`src/design/pwr_pkg.sv`:
```
package pwr_pkg;
   // -----------------------------------------------------------------
   // Bus geometry
   // -----------------------------------------------------------------
   localparam int DATA_W = 32;
   localparam int ADDR_W = 4;
   // Word indices; byte address is four times the index
   localparam logic [3:0] IDX_CTRL = 4'h0;
   localparam logic [3:0] IDX_PLL = 4'h1;
   localparam logic [3:0] IDX_BANK = 4'h2;
   localparam logic [3:0] IDX_PCLK = 4'h3;
   localparam logic [3:0] IDX_GUARD = 4'h4;
   localparam logic [3:0] IDX_STATUS = 4'h5;
   // -----------------------------------------------------------------
   // Control register fields
   // -----------------------------------------------------------------
   localparam int CTRL_BG_STBY = 0;   // Bandgap off in standby
   localparam int CTRL_POR_STBY = 1;  // Supply monitor off in standby
   localparam int CTRL_OSC_OFF = 2;   // Oscillator static disable
   localparam int CTRL_OSC_STBY = 3;  // Oscillator off in standby
   localparam int CTRL_MON_EN = 4;    // User-mode brown-out monitoring
   localparam int PLL_STBY_POS = 8;   // Standby-off field of PLL reg
   localparam int GUARD_STBY_POS = 16; // Standby-off field of guard reg
   localparam int MAX_PLL = 8;
   localparam int MAX_BANK = 6;
   localparam int BANKS_LARGE = 6;
   localparam int BANKS_SMALL = 4;
   // -----------------------------------------------------------------
   // Reset values and writable masks
   // -----------------------------------------------------------------
   localparam logic [31:0] CTRL_RST = 32'h0000_0010;
   localparam logic [31:0] PLL_RST = 32'h0000_0000;
   localparam logic [31:0] BANK_RST = 32'h0000_0000;
   localparam logic [31:0] PCLK_RST = 32'h0000_0000;
   localparam logic [31:0] GUARD_RST = 32'h0000_0000;
   localparam logic [31:0] CTRL_MASK = 32'h0000_001F;
   localparam logic [31:0] PLL_MASK = 32'h0000_FFFF;
   localparam logic [31:0] BANK_MASK = 32'h0000_003F;
   localparam logic [31:0] PCLK_MASK = 32'hFFFF_FFFF;
   localparam logic [31:0] GUARD_MASK = 32'hFFFF_FFFF;
   // -----------------------------------------------------------------
   // Reset sequencer states
   // -----------------------------------------------------------------
   typedef enum logic [1:0] {POR_HOLD, POR_WAIT, POR_LOAD, POR_USER} por_state_t;
endpackage

```
`src/design/pll_pwr_if.sv`:
```
`timescale 1ns/1ps
// -----------------------------------------------------------------
// PLL power handshake between sequencer and PLL gate
// -----------------------------------------------------------------
interface pll_pwr_if #(parameter int N = 2);
   logic [N-1:0] off_req;  // Power-down wanted
   logic [N-1:0] outs_low; // Raw: all PLL outputs low
   logic [N-1:0] pwr_en;   // PLL powered
   logic [N-1:0] gate;     // Force PLL outputs low
   modport ctl (output off_req, output outs_low, input pwr_en, input gate);
   modport pll (input off_req, input outs_low, output pwr_en, output gate);
endinterface

```
`src/design/pll_gate.sv`:
```
`timescale 1ns/1ps
// -----------------------------------------------------------------
// Per-PLL power-down: outputs low first, then power off
// -----------------------------------------------------------------
module pll_gate #(
   parameter int N = 2
) (
   input wire logic clk,
   input wire logic rst,
   pll_pwr_if.pll pif
);
   logic [N-1:0] low_s; // Synchronised outputs-low flags

   sync2 #(.W(N)) u_low (
      .clk(clk),
      .rst(rst),
      .d(pif.outs_low),
      .q(low_s)
   );

   for (genvar i = 0; i < N; i++) begin : g_pll
      logic gate_ff; // Clock outputs forced low
      logic pwr_ff;  // Supply on

      // Gate rises on request, drops only once powered again
      always_ff @(posedge clk or posedge rst) begin
         if (rst) begin
            gate_ff <= 1'b1;
         end else if (pif.off_req[i]) begin
            gate_ff <= 1'b1;
         end else if (pwr_ff) begin
            gate_ff <= 1'b0;
         end
      end

      // Power off only after every output seen low
      always_ff @(posedge clk or posedge rst) begin
         if (rst) begin
            pwr_ff <= 1'b0;
         end else if (!pif.off_req[i]) begin
            pwr_ff <= 1'b1;
         end else if (gate_ff && low_s[i]) begin
            pwr_ff <= 1'b0;
         end
      end

      assign pif.gate[i] = gate_ff;
      assign pif.pwr_en[i] = pwr_ff;

   end
endmodule

```
`src/design/standby_power_and_por_control.sv`:
```
// Local design decisions: the placing of the registers and the Avalon-MM register port.
`timescale 1ns/1ps
module standby_power_and_por_control
   import pwr_pkg::*;
#(
   parameter bit LARGE_DENSITY = 1'b1,
   parameter bit CORE_1V2 = 1'b1,
   parameter bit HAS_REGULATOR = 1'b0,
   parameter int NUM_PLL = 2,
   parameter int NUM_PCLK = 8,
   parameter int NUM_INBUF = 16
) (
   input wire logic clk,
   input wire logic rst,
   input wire logic [pwr_pkg::ADDR_W-1:0] avs_address,
   input wire logic avs_read,
   input wire logic avs_write,
   input wire logic [pwr_pkg::DATA_W-1:0] avs_writedata,
   input wire logic [3:0] avs_byteenable,
   output logic [pwr_pkg::DATA_W-1:0] avs_readdata,
   output logic avs_waitrequest,
   input wire logic standby_req,
   input wire logic core_supply_ok,
   input wire logic config_bank_supply_ok,
   input wire logic ext_supply_ok,
   input wire logic brownout_bg_ok,
   input wire logic brownout_cell_ok,
   input wire logic limited_detect_ok,
   input wire logic config_done,
   input wire logic [NUM_PLL-1:0] pll_outs_low,
   output logic [NUM_PLL-1:0] pll_pwr_en,
   output logic [NUM_PLL-1:0] pll_out_gate,
   output logic bandgap_en,
   output logic por_monitor_en,
   output logic limited_detect_en,
   output logic osc_en,
   output logic brownout_sel_bandgap,
   output logic [pwr_pkg::MAX_BANK-1:0] bank_refdiff_en,
   output logic [NUM_PCLK-1:0] pclk_en,
   output logic [NUM_INBUF-1:0] inbuf_en,
   output logic io_tristate,
   output logic config_start,
   output logic device_reset
);
   import pwr_pkg::*;

   // -----------------------------------------------------------------
   // Pin synchronisers
   // -----------------------------------------------------------------
   logic [7:0] pins_s; // Synchronised pin levels
   logic standby_s, core_s, cfgbank_s, ext_s;
   logic bg_ok_s, cell_ok_s, limited_s, done_s;

   sync2 #(.W(8)) u_pins (
      .clk(clk),
      .rst(rst),
      .d({standby_req, core_supply_ok, config_bank_supply_ok, ext_supply_ok,
          brownout_bg_ok, brownout_cell_ok, limited_detect_ok, config_done}),
      .q(pins_s)
   );
   assign {standby_s, core_s, cfgbank_s, ext_s, bg_ok_s, cell_ok_s, limited_s, done_s} = pins_s;

   // -----------------------------------------------------------------
   // Register file over Avalon-MM
   // -----------------------------------------------------------------
   logic [31:0] ctrl_ff, pll_ff, bank_ff, pclk_ff, guard_ff;
   logic ack_ff;        // Second cycle of an access
   logic [31:0] rdata_ff; // Registered read data
   logic [31:0] status;   // Live state for software
   logic req;             // Access in progress
   logic wr_take;         // Write commits this edge

   // Byte-lane merge for partial writes
   function automatic logic [31:0] merge(input logic [31:0] old_v, input logic [31:0] new_v,
                                         input logic [3:0] be);
      logic [31:0] r;
      r = old_v;
      for (int b = 0; b < 4; b++) begin
         if (be[b]) begin
            r[8*b +: 8] = new_v[8*b +: 8];
         end
      end
      return r;
   endfunction

   assign req = avs_read || avs_write;
   // One wait state on every access
   assign avs_waitrequest = req && !ack_ff;
   assign wr_take = avs_write && ack_ff;
   assign avs_readdata = rdata_ff;

   // Wait-state toggle
   always_ff @(posedge clk or posedge rst) begin
      if (rst) begin
         ack_ff <= 1'b0;
      end else begin
         ack_ff <= req && !ack_ff;
      end
   end

   // Read mux, captured in the wait cycle; unmapped reads zero
   always_ff @(posedge clk or posedge rst) begin
      if (rst) begin
         rdata_ff <= '0;
      end else if (avs_read && !ack_ff) begin
         case (avs_address)
            IDX_CTRL: rdata_ff <= ctrl_ff;
            IDX_PLL: rdata_ff <= pll_ff;
            IDX_BANK: rdata_ff <= bank_ff;
            IDX_PCLK: rdata_ff <= pclk_ff;
            IDX_GUARD: rdata_ff <= guard_ff;
            IDX_STATUS: rdata_ff <= status;
            default: rdata_ff <= '0;
         endcase
      end
   end

   // Writable registers; status and unmapped ignore writes
   always_ff @(posedge clk or posedge rst) begin
      if (rst) begin
         ctrl_ff <= CTRL_RST;
         pll_ff <= PLL_RST;
         bank_ff <= BANK_RST;
         pclk_ff <= PCLK_RST;
         guard_ff <= GUARD_RST;
      end else if (wr_take) begin
         case (avs_address)
            IDX_CTRL: ctrl_ff <= merge(ctrl_ff, avs_writedata, avs_byteenable) & CTRL_MASK;
            IDX_PLL: pll_ff <= merge(pll_ff, avs_writedata, avs_byteenable) & PLL_MASK;
            IDX_BANK: bank_ff <= merge(bank_ff, avs_writedata, avs_byteenable) & BANK_MASK;
            IDX_PCLK: pclk_ff <= merge(pclk_ff, avs_writedata, avs_byteenable) & PCLK_MASK;
            IDX_GUARD: guard_ff <= merge(guard_ff, avs_writedata, avs_byteenable) & GUARD_MASK;
            default: ;
         endcase
      end
   end

   // -----------------------------------------------------------------
   // Reset sequencer
   // -----------------------------------------------------------------
   por_state_t st_ff, nxt_st;
   logic supplies_ok; // Power-up level reached on all watched rails
   logic trip;        // Brown-out seen in user mode
   logic standby_act; // Standby honoured only in user mode

   // Regulated parts also need the external rail
   assign supplies_ok = core_s && cfgbank_s && (ext_s || !HAS_REGULATOR);

   // Trips: bandgap level with bandgap, monitor and CTRL_MON_EN on; cell level with bandgap off; limited detector with monitor off
   always_comb begin
      trip = 1'b0;
      if (bandgap_en && por_monitor_en && ctrl_ff[CTRL_MON_EN] && !bg_ok_s) begin
         trip = 1'b1;
      end
      if (!bandgap_en && !cell_ok_s) begin
         trip = 1'b1;
      end
      if (!por_monitor_en && !limited_s) begin
         trip = 1'b1;
      end
      if (HAS_REGULATOR && !ext_s) begin
         trip = 1'b1;
      end
   end

   // Next state
   always_comb begin
      nxt_st = st_ff;
      case (st_ff)
         POR_HOLD: nxt_st = POR_WAIT;
         POR_WAIT: begin
            if (supplies_ok) begin
               nxt_st = POR_LOAD;
            end
         end
         POR_LOAD: begin
            if (!supplies_ok) begin
               nxt_st = POR_WAIT;
            end else if (done_s) begin
               nxt_st = POR_USER;
            end
         end
         POR_USER: begin
            if (trip) begin
               nxt_st = POR_WAIT;
            end
         end
         default: nxt_st = POR_HOLD;
      endcase
   end

   // State register
   always_ff @(posedge clk or posedge rst) begin
      if (rst) begin
         st_ff <= POR_HOLD;
      end else begin
         st_ff <= nxt_st;
      end
   end

   // Sequencer outputs, registered from next state
   always_ff @(posedge clk or posedge rst) begin
      if (rst) begin
         config_start <= 1'b0;
         io_tristate <= 1'b1;
         device_reset <= 1'b1;
      end else begin
         config_start <= (st_ff == POR_WAIT) && (nxt_st == POR_LOAD);
         io_tristate <= nxt_st != POR_USER;
         device_reset <= nxt_st != POR_USER;
      end
   end

   // -----------------------------------------------------------------
   // Power enables
   // -----------------------------------------------------------------
   logic bg_off;  // Bandgap shut for standby
   pll_pwr_if #(.N(NUM_PLL)) pif ();

   // Standby only outside reset sequencing; removal restores everything
   assign standby_act = standby_s && (st_ff == POR_USER);
   // Bandgap option ignored unless core is 1.2 V
   assign bg_off = standby_act && ctrl_ff[CTRL_BG_STBY] && CORE_1V2;

   // Analog enables
   always_ff @(posedge clk or posedge rst) begin
      if (rst) begin
         bandgap_en <= 1'b1;
         por_monitor_en <= 1'b1;
         osc_en <= 1'b1;
      end else begin
         bandgap_en <= !bg_off;
         por_monitor_en <= !bg_off && !(standby_act && ctrl_ff[CTRL_POR_STBY]);
         osc_en <= !bg_off && !ctrl_ff[CTRL_OSC_OFF] && !(standby_act && ctrl_ff[CTRL_OSC_STBY]);
      end
   end

   // Limited detector never switched off
   assign limited_detect_en = 1'b1;
   // Threshold choice follows bandgap
   assign brownout_sel_bandgap = bandgap_en;

   // Per-PLL off requests
   for (genvar i = 0; i < NUM_PLL; i++) begin : g_pllreq
      assign pif.off_req[i] = pll_ff[i] || (standby_act && pll_ff[PLL_STBY_POS+i]) || bg_off;
   end
   assign pif.outs_low = pll_outs_low;
   assign pll_pwr_en = pif.pwr_en;
   assign pll_out_gate = pif.gate;

   pll_gate #(.N(NUM_PLL)) u_pll (
      .clk(clk),
      .rst(rst),
      .pif(pif)
   );

   // Bank buffers; absent banks stay off on small parts
   for (genvar b = 0; b < MAX_BANK; b++) begin : g_bank
      localparam bit PRESENT = b < (LARGE_DENSITY ? BANKS_LARGE : BANKS_SMALL);
      always_ff @(posedge clk or posedge rst) begin
         if (rst) begin
            bank_refdiff_en[b] <= 1'b0;
         end else begin
            bank_refdiff_en[b] <= PRESENT && !bank_ff[b] && !bg_off;
         end
      end
   end

   // Primary clock nets
   for (genvar c = 0; c < NUM_PCLK; c++) begin : g_pclk
      always_ff @(posedge clk or posedge rst) begin
         if (rst) begin
            pclk_en[c] <= 1'b1;
         end else begin
            pclk_en[c] <= !pclk_ff[c];
         end
      end
   end

   // Input buffer guard, static or standby
   for (genvar g = 0; g < NUM_INBUF; g++) begin : g_guard
      always_ff @(posedge clk or posedge rst) begin
         if (rst) begin
            inbuf_en[g] <= 1'b1;
         end else begin
            inbuf_en[g] <= !guard_ff[g] && !(standby_act && guard_ff[GUARD_STBY_POS+g]);
         end
      end
   end

   // Status word
   assign status = {8'h00, 8'(pll_pwr_en), 7'h00, supplies_ok, io_tristate, osc_en,
                    por_monitor_en, bandgap_en, standby_act, 1'b0, st_ff};
endmodule

```
`src/design/sync2.sv`:
```
`timescale 1ns/1ps
// -----------------------------------------------------------------
// Two-flop synchroniser for pin-level inputs
// -----------------------------------------------------------------
module sync2 #(
   parameter int W = 1
) (
   input wire logic clk,
   input wire logic rst,
   input wire logic [W-1:0] d,
   output logic [W-1:0] q
);
   logic [W-1:0] meta_ff; // Only read by q

   // First stage
   always_ff @(posedge clk or posedge rst) begin
      if (rst) begin
         meta_ff <= '0;
      end else begin
         meta_ff <= d;
      end
   end

   // Second stage, safe to use
   always_ff @(posedge clk or posedge rst) begin
      if (rst) begin
         q <= '0;
      end else begin
         q <= meta_ff;
      end
   end
endmodule

```
`config.mk`:
```
export PLATFORM = sky130hd
export DESIGN_NAME = standby_power_and_por_control
export DESIGN_NICKNAME = d
export VERILOG_FILES = /design/src/design/pwr_pkg.sv /design/src/design/pll_pwr_if.sv /design/src/design/pll_gate.sv /design/src/design/standby_power_and_por_control.sv /design/src/design/sync2.sv
export SDC_FILE = /design/constraint.sdc
export NUM_CORES = 1
export LEC_CHECK = 0
export BUFFER_PORTS_ARGS = -buffer_cell sky130_fd_sc_hd__buf_2
export CORE_AREA = 4 4 126 128
export DETAILED_ROUTE_END_ITERATION = 7
export DIE_AREA = 0 0 130 132
export MAX_ROUTING_LAYER = met4
export PLACE_DENSITY = 0.68
export SYNTH_ARGS = -nofsm -noshare
export SYNTH_HDL_FRONTEND = slang
export SYNTH_HIERARCHICAL = 1
export SYNTH_SLANG_ARGS = --single-unit
```
`constraint.sdc`:
```
create_clock -name clk -period 7.25 [get_ports clk]
set_input_delay 0.725 -clock clk [delete_from_list [all_inputs] [get_ports clk]]
set_output_delay 0.725 -clock clk [all_outputs]
set_load 0.05 [all_outputs]
```
==> out/metrics.csv, run 1 <==
stage,metric,value,unit
global_routing,grt_use_met3,0.0494,
final_layout,layout_commonest_cell,dfrtp_1,
setup_path,worstPathArrival,2740,ps
logic_synthesis,yosysWarnings,6,
die,num_rows,45,
global_routing,grt_max_degree,96,
global_routing,grt_busiest_layer,met2,
route,avgRoutedWirePerCell,19.5,µm
timing,timing.fmax,0.412,GHz
final_layout,layout.cells.non_filler,838,
placed_design,place_inst,805,
setup_path,startpoint_type,input pin,
power,p_leak,4.06,nW
clock_tree,clk_latency,430,ps
timing,grt_setup_unrepaired,false,
setup_path,slowest_delay,760,ps
final_layout,fin_area,8570,µm²
power,pwr-share-seq,0.475,
setup_path,worstPathCellList,buf_2 -> nor4b_2 -> buf_4 -> nor2b_1 -> mux2_2,
timing,finalSetupViolCount,0,
clock_tree,cts.sinks,183,
logic_synthesis,syn_area,7180,µm²
placed_design,hpwl,11200,µm
final_layout,area.growth.synth_to_final,19.3,%
power,swShare,0.292,
setup_path,crit_type,input pin to register,
timing,hold_ws,226,ps
final_layout,regArea,4620,µm²
die,core-area,14900,µm²
power,pwr-share-clk,0.356,
clock_tree,cts_buffers,17,
placed_design,gp_congestion,0.856,
global_routing,gr-usage-all-layers,0.205,
global_routing,antenna_found_initial,1,
global_routing,grt_overflow_total,0,
route,vias_per_cell,5.50,
setup_path,end_kind,register,
final_layout,multi_input_area,2370,µm²
clock_tree,clk_pin_slew,60,ps
global_routing,use_met1,0.276,
power,p_sw,769,µW
die,dieArea,17200,µm²
setup_path,cp_num_buf_inv,2,
final_layout,fillers,1226,
worst_hold_path,min_path_type,input pin to asynchronous set/reset pin,
power,comb_power_share,0.169,
clock_tree,post-cts-setup-buffers,0,
global_routing,grt_pass1_vias,4823,
clock_tree,cts_htree_levels,4,
clock_tree,clockBufferDepth,2,
logic_synthesis,synth_area_per_cell,13.9,µm²
timing,hold_viol_final,0,
global_routing,grt_pass1_wl,26200,µm
timing,skew,13.8,ps
power,powerDensity,307,nW/µm²
global_routing,use_met2,0.308,
die,die_h,132,µm
route,ant_nets,0,
route,drc,0,
clock_tree,hold_buffers,0,
final_layout,final_util,0.576,
final_layout,nNetsFinal,690,
timing,slew_headroom,0.234,
power,power.internal,1.86,mW
timing,fin_tns_setup,0,ps
placed_design,place_area,7960,µm²
run,drv_cap,0,
clock_tree,cts-root-buf,clkbuf_16,
route,drt_wl_total,16300,µm
timing,drv_slew,0,
timing,period_share,0.334,
power,ir_worst_vdd,0.174,mV
timing,period_needed,2420,ps
placed_design,io_buffers,126,
route,dr.pass1.iters,6,
die,ios,129,
final_layout,final_cell_mix,"152 x dfrtp_1, 126 x buf_2, 83 x mux2_2",
logic_synthesis,synthCells,517,
setup_path,path_delay_family,simple AND/OR/NAND/NOR gates,
clock_tree,ctsResizeCount,0,
clock_tree,cts_tree,done,
setup_path,required,7560,ps
outcome,outcome,"complete, no violations",
timing,worstMarginPinSlew,1150,ps
final_layout,drive_gt1_frac,0.475,
setup_path,critPathMaxFanout,15,
route,vias,4611,
route,drt_iter0_markers,418,
die,start_util,0.483,
die,die_width,130,µm
logic_synthesis,synth_nets,571,
setup_path,slowest_stage,nor2b_1,
-- final cells by class --
| class | count | area share |
|---|---|---|
| multi-input cells | 287 | 0.276 |
| clock inverters | 12 | 0.0178 |
| repair buffers | 132 | 0.0789 |
| clock buffers | 20 | 0.0533 |
| diodes | 1 | 0.000292 |
| flip-flops and latches | 183 | 0.539 |
| well taps | 188 | 0.0275 |
| inverters | 15 | 0.00716 |
-- registers in the layout, indices dropped and copies added, names as in the netlist, 5 cells and up --
name and count:
guard_ff 32, u_pins/meta_ff 7, pll_ff 16, inbuf_en 16, bank_ff 6, pclk_en 8
u_pins/q 7, pclk_ff 32, bank_refdiff_en 6, ctrl_ff 5, avs_readdata 32
-- metal layers --
layer,part of all wire,vias to the layer above
li1,-,2073
met1,0.43,2355
met2,0.48,161
met3,0.066,22
met4,0.017,0
met5,0,-
-- worst register-to-register path, stage by stage, from the launching register on --
cell      delay, ps
dfrtp_1         410
nand2b_1        130
buf_4           370
a211o_1         900
o21ai_0         260
-- power groups by stage --
stage / registers (mW) / clock network [mW] / logic (mW)
3_3_place_gp: 1.26 / 0 / 0.439
5_1_grt: 1.26 / 1.00 / 0.475
6_report: 1.25 / 0.939 / 0.444
2_1_floorplan: 1.39 / 0 / 0.203
3_5_place_dp: 1.27 / 0 / 0.448
4_1_cts: 1.25 / 0.956 / 0.450
-- stage by stage --
step                      power (mW)  setup slack (ps)
final                           2.63              4830
after global routing            2.74              4690
after CTS                       2.66              4810
after detailed placement        1.71              4400
after global placement          1.70              4430
after floorplan                 1.59              2220
-- path summary, 6_finish.rpt --
path | from | end | slack (ps) | cells after the start
max reg2reg | ack_ff | avs_readdata[1] | 5020 | 4
min | rst | u_pll/u_low/q[1] | 230 | 2
min in group clk | u_pins/meta_ff[6] | u_pins/q[6] | 350 | 0
min reg2reg | u_pins/meta_ff[6] | u_pins/q[6] | 350 | 0
max in group asynchronous | rst | pclk_ff[28] | 5260 | 3
max | avs_address[0] | pll_ff[2] | 4830 | 5
(Power assumes the default switching activity.)
==> run 2: changes to the inputs <==
--- a/config.mk
+++ b/config.mk
@@ -5,12 +5,13 @@
 export SDC_FILE = /design/constraint.sdc
 export NUM_CORES = 1
 export LEC_CHECK = 0
+export ABC_AREA = 1
 export BUFFER_PORTS_ARGS = -buffer_cell sky130_fd_sc_hd__buf_2
-export CORE_AREA = 4 4 126 128
+export CORE_AREA = 4 4 127 129
 export DETAILED_ROUTE_END_ITERATION = 7
-export DIE_AREA = 0 0 130 132
+export DIE_AREA = 0 0 131 133
 export MAX_ROUTING_LAYER = met4
-export PLACE_DENSITY = 0.68
+export PLACE_DENSITY = 0.72
 export SYNTH_ARGS = -nofsm -noshare
 export SYNTH_HDL_FRONTEND = slang
 export SYNTH_HIERARCHICAL = 1
==> constraint.sdc (replaced) <==
create_clock -name clk -period 2 [get_ports clk]
set_input_delay 0.2 -clock clk [delete_from_list [all_inputs] [get_ports clk]]
set_output_delay 0.2 -clock clk [all_outputs]
set_load 0.05 [all_outputs]
==> out/metrics.csv, run 2 <==
stage,metric,value,unit,change
setup_path,critPathMostFrequentCell,nand2_1,,
global_routing,antenna_found_initial,0,,-1
clock_tree,post-cts-setup-buffers,0,,unchanged
placed_design,gp_congestion,0.848,,-0.92%
timing,worstMarginPinSlew,1110,ps,-39.6 ps
setup_path,slowest_stage,dfrtp_1,,
logic_synthesis,synth_nets,851,,+49%
clock_tree,cts.sinks,183,,unchanged
setup_path,r2r_slack,380,ps,-4640 ps
run,drv_cap,0,,unchanged
route,drc,0,,unchanged
placed_design,io_buffers,126,,unchanged
setup_path,required,2290,ps,-5270 ps
timing,timing.fmax,0.616,GHz,
power,p_leak,4.62,nW,+14%
die,start_util,0.491,,+0.00739
setup_path,startpoint_type,register,,
timing,finalSetupViolCount,0,,unchanged
setup_path,critPathMaxFanout,12,,-3
final_layout,fillers,1288,,+5.1%
die,dieArea,17400,µm²,+1.5%
logic_synthesis,synthCells,797,,+54%
final_layout,final_cell_mix,"217 x nand2_1, 152 x dfrtp_1, 126 x buf_2",,
logic_synthesis,yosysWarnings,6,,unchanged
timing,grt_setup_unrepaired,false,,
global_routing,grt_max_degree,84,,-13%
setup_path,worstPathCellList,nand2_1 -> inv_2 -> nand2_1 -> inv_2 -> nand3_1 -> nand2_1 -> o21ai_1,,
placed_design,hpwl,12000,µm,+7.0%
setup_path,end_kind,register,,
timing,slew_headroom,0.260,,+0.0256
route,drt_iter0_markers,484,,+16%
global_routing,grt_overflow_total,0,,unchanged
final_layout,layout_commonest_cell,nand2_1,,
clock_tree,cts-root-buf,clkbuf_16,,
final_layout,area.growth.synth_to_final,21.8,%,
route,vias_per_cell,4.99,,-9.2%
power,powerDensity,1170,nW/µm²,+280%
timing,period_needed,1620,ps,
final_layout,diodes,0,,-1
global_routing,gr-usage-all-layers,0.215,,+0.0100
clock_tree,cts_tree,done,,
route,vias,5693,,+23%
final_layout,drive_gt1_frac,0.239,,-0.235
timing,drv_slew,0,,unchanged
logic_synthesis,syn_area,7380,µm²,+2.7%
die,num_rows,45,,unchanged
final_layout,nNetsFinal,993,,+44%
global_routing,grt_pass1_wl,28300,µm,+8.3%
power,ir_worst_vdd,1.19,mV,+580%
timing,hold_ws,25.1,ps,-201 ps
clock_tree,cts_htree_levels,4,,unchanged
setup_path,worstPathArrival,1920,ps,-820 ps
global_routing,grt_pass1_vias,5548,,+15%
route,dr.pass1.iters,4,,-2
worst_hold_path,min_path_type,input pin to register,,
logic_synthesis,synth_area_per_cell,9.25,µm²,-33%
die,die_h,133,µm,+0.76%
route,drt_wl_total,17300,µm,+6.0%
timing,hold_viol_final,0,,unchanged
die,core-area,15000,µm²,+1.1%
clock_tree,cts_buffers,17,,unchanged
clock_tree,clk_pin_slew,70,ps,about the same
setup_path,path_delay_family,simple AND/OR/NAND/NOR gates,,
clock_tree,clk_latency,430,ps,about the same
final_layout,final_util,0.598,,+0.0214
outcome,outcome,"complete, no violations",,
route,avgRoutedWirePerCell,15.2,µm,-22%
die,die_width,131,µm,+0.77%
timing,skew,11.5,ps,-2.32 ps
timing,period_share,0.812,,
route,ant_nets,0,,unchanged
setup_path,slowest_delay,380,ps,-380 ps
setup_path,cp_num_buf_inv,2,,unchanged
clock_tree,clockBufferDepth,2,,unchanged
die,ios,129,,unchanged
setup_path,crit_type,register to register,,
-- run 2: tightest hold or removal path, delay by kind of cell --
| family | cells | cell delay, ps |
|---|---|---|
| AO/OA/AOI/OAI | 1 | 70 |
| buffers and inverters | 1 | 100 |
| AND/OR/NAND/NOR | 1 | 50 |
-- run 2: cell type report --
cell class | count | area, µm² | share of cell area
sequential | 183 | 4620 | 0.514
tap | 188 | 235 | 0.0262
inverter | 89 | 338 | 0.0376
timing repair buffer | 161 | 976 | 0.109
clock buffer | 20 | 457 | 0.0508
multi-input combinational | 487 | 2220 | 0.247
clock inverter | 12 | 140 | 0.0156
-- run 2: stage by stage --
| stage | instances | area [µm²] | total power [mW] | setup TNS [ps] | setup slack (ps) |
|---|---|---|---|---|---|
| 2_1_floorplan | 797 | 7380 | 6.57 | -28930 | -219 |
| 3_3_place_gp | 1085 | 8160 | 7.16 | 0 | 337 |
| 3_5_place_dp | 1085 | 8160 | 7.20 | 0 | 292 |
| 4_1_cts | 1140 | 8990 | 10.6 | 0 | 348 |
| 5_1_grt | 1140 | 8990 | 11.0 | 0 | 174 |
| 6_report | 1140 | 8990 | 10.5 | 0 | 376 |
-- run 2: power breakdown --
part / leakage, nW / switching, mW / internal [mW]
sequential: 2.18 / 0.384 / 4.43
combinational: 2.15 / 1.78 / 0.577
clock: 0.290 / 1.44 / 1.93
-- run 2: final timing paths --
check	end	cells past startpoint	start
worst max-delay path	bank_ff[0]	7	ack_ff
worst min-delay path	guard_ff[30]	3	avs_writedata[30]
worst max register to register	bank_ff[0]	7	ack_ff
worst min register to register	u_pins/q[3]	0	u_pins/meta_ff[3]
max in group asynchronous	inbuf_en[8]	4	rst
min in group asynchronous	u_pll/u_low/q[0]	3	rst
-- run 2: repair_timing --
item	CTS	global route
hold endpoints to repair	176	0
resized for setup	0	0
hold buffers	23	0
-- run 2: metal layers --
metal,vias up,global-route usage,routed length (µm),share of wire
li1,2810,-,-,-
met1,2711,0.307,8330,0.48
met2,143,0.314,7910,0.46
met3,29,0.0476,764,0.044
met4,0,0.0549,297,0.017
met5,-,-,0,0
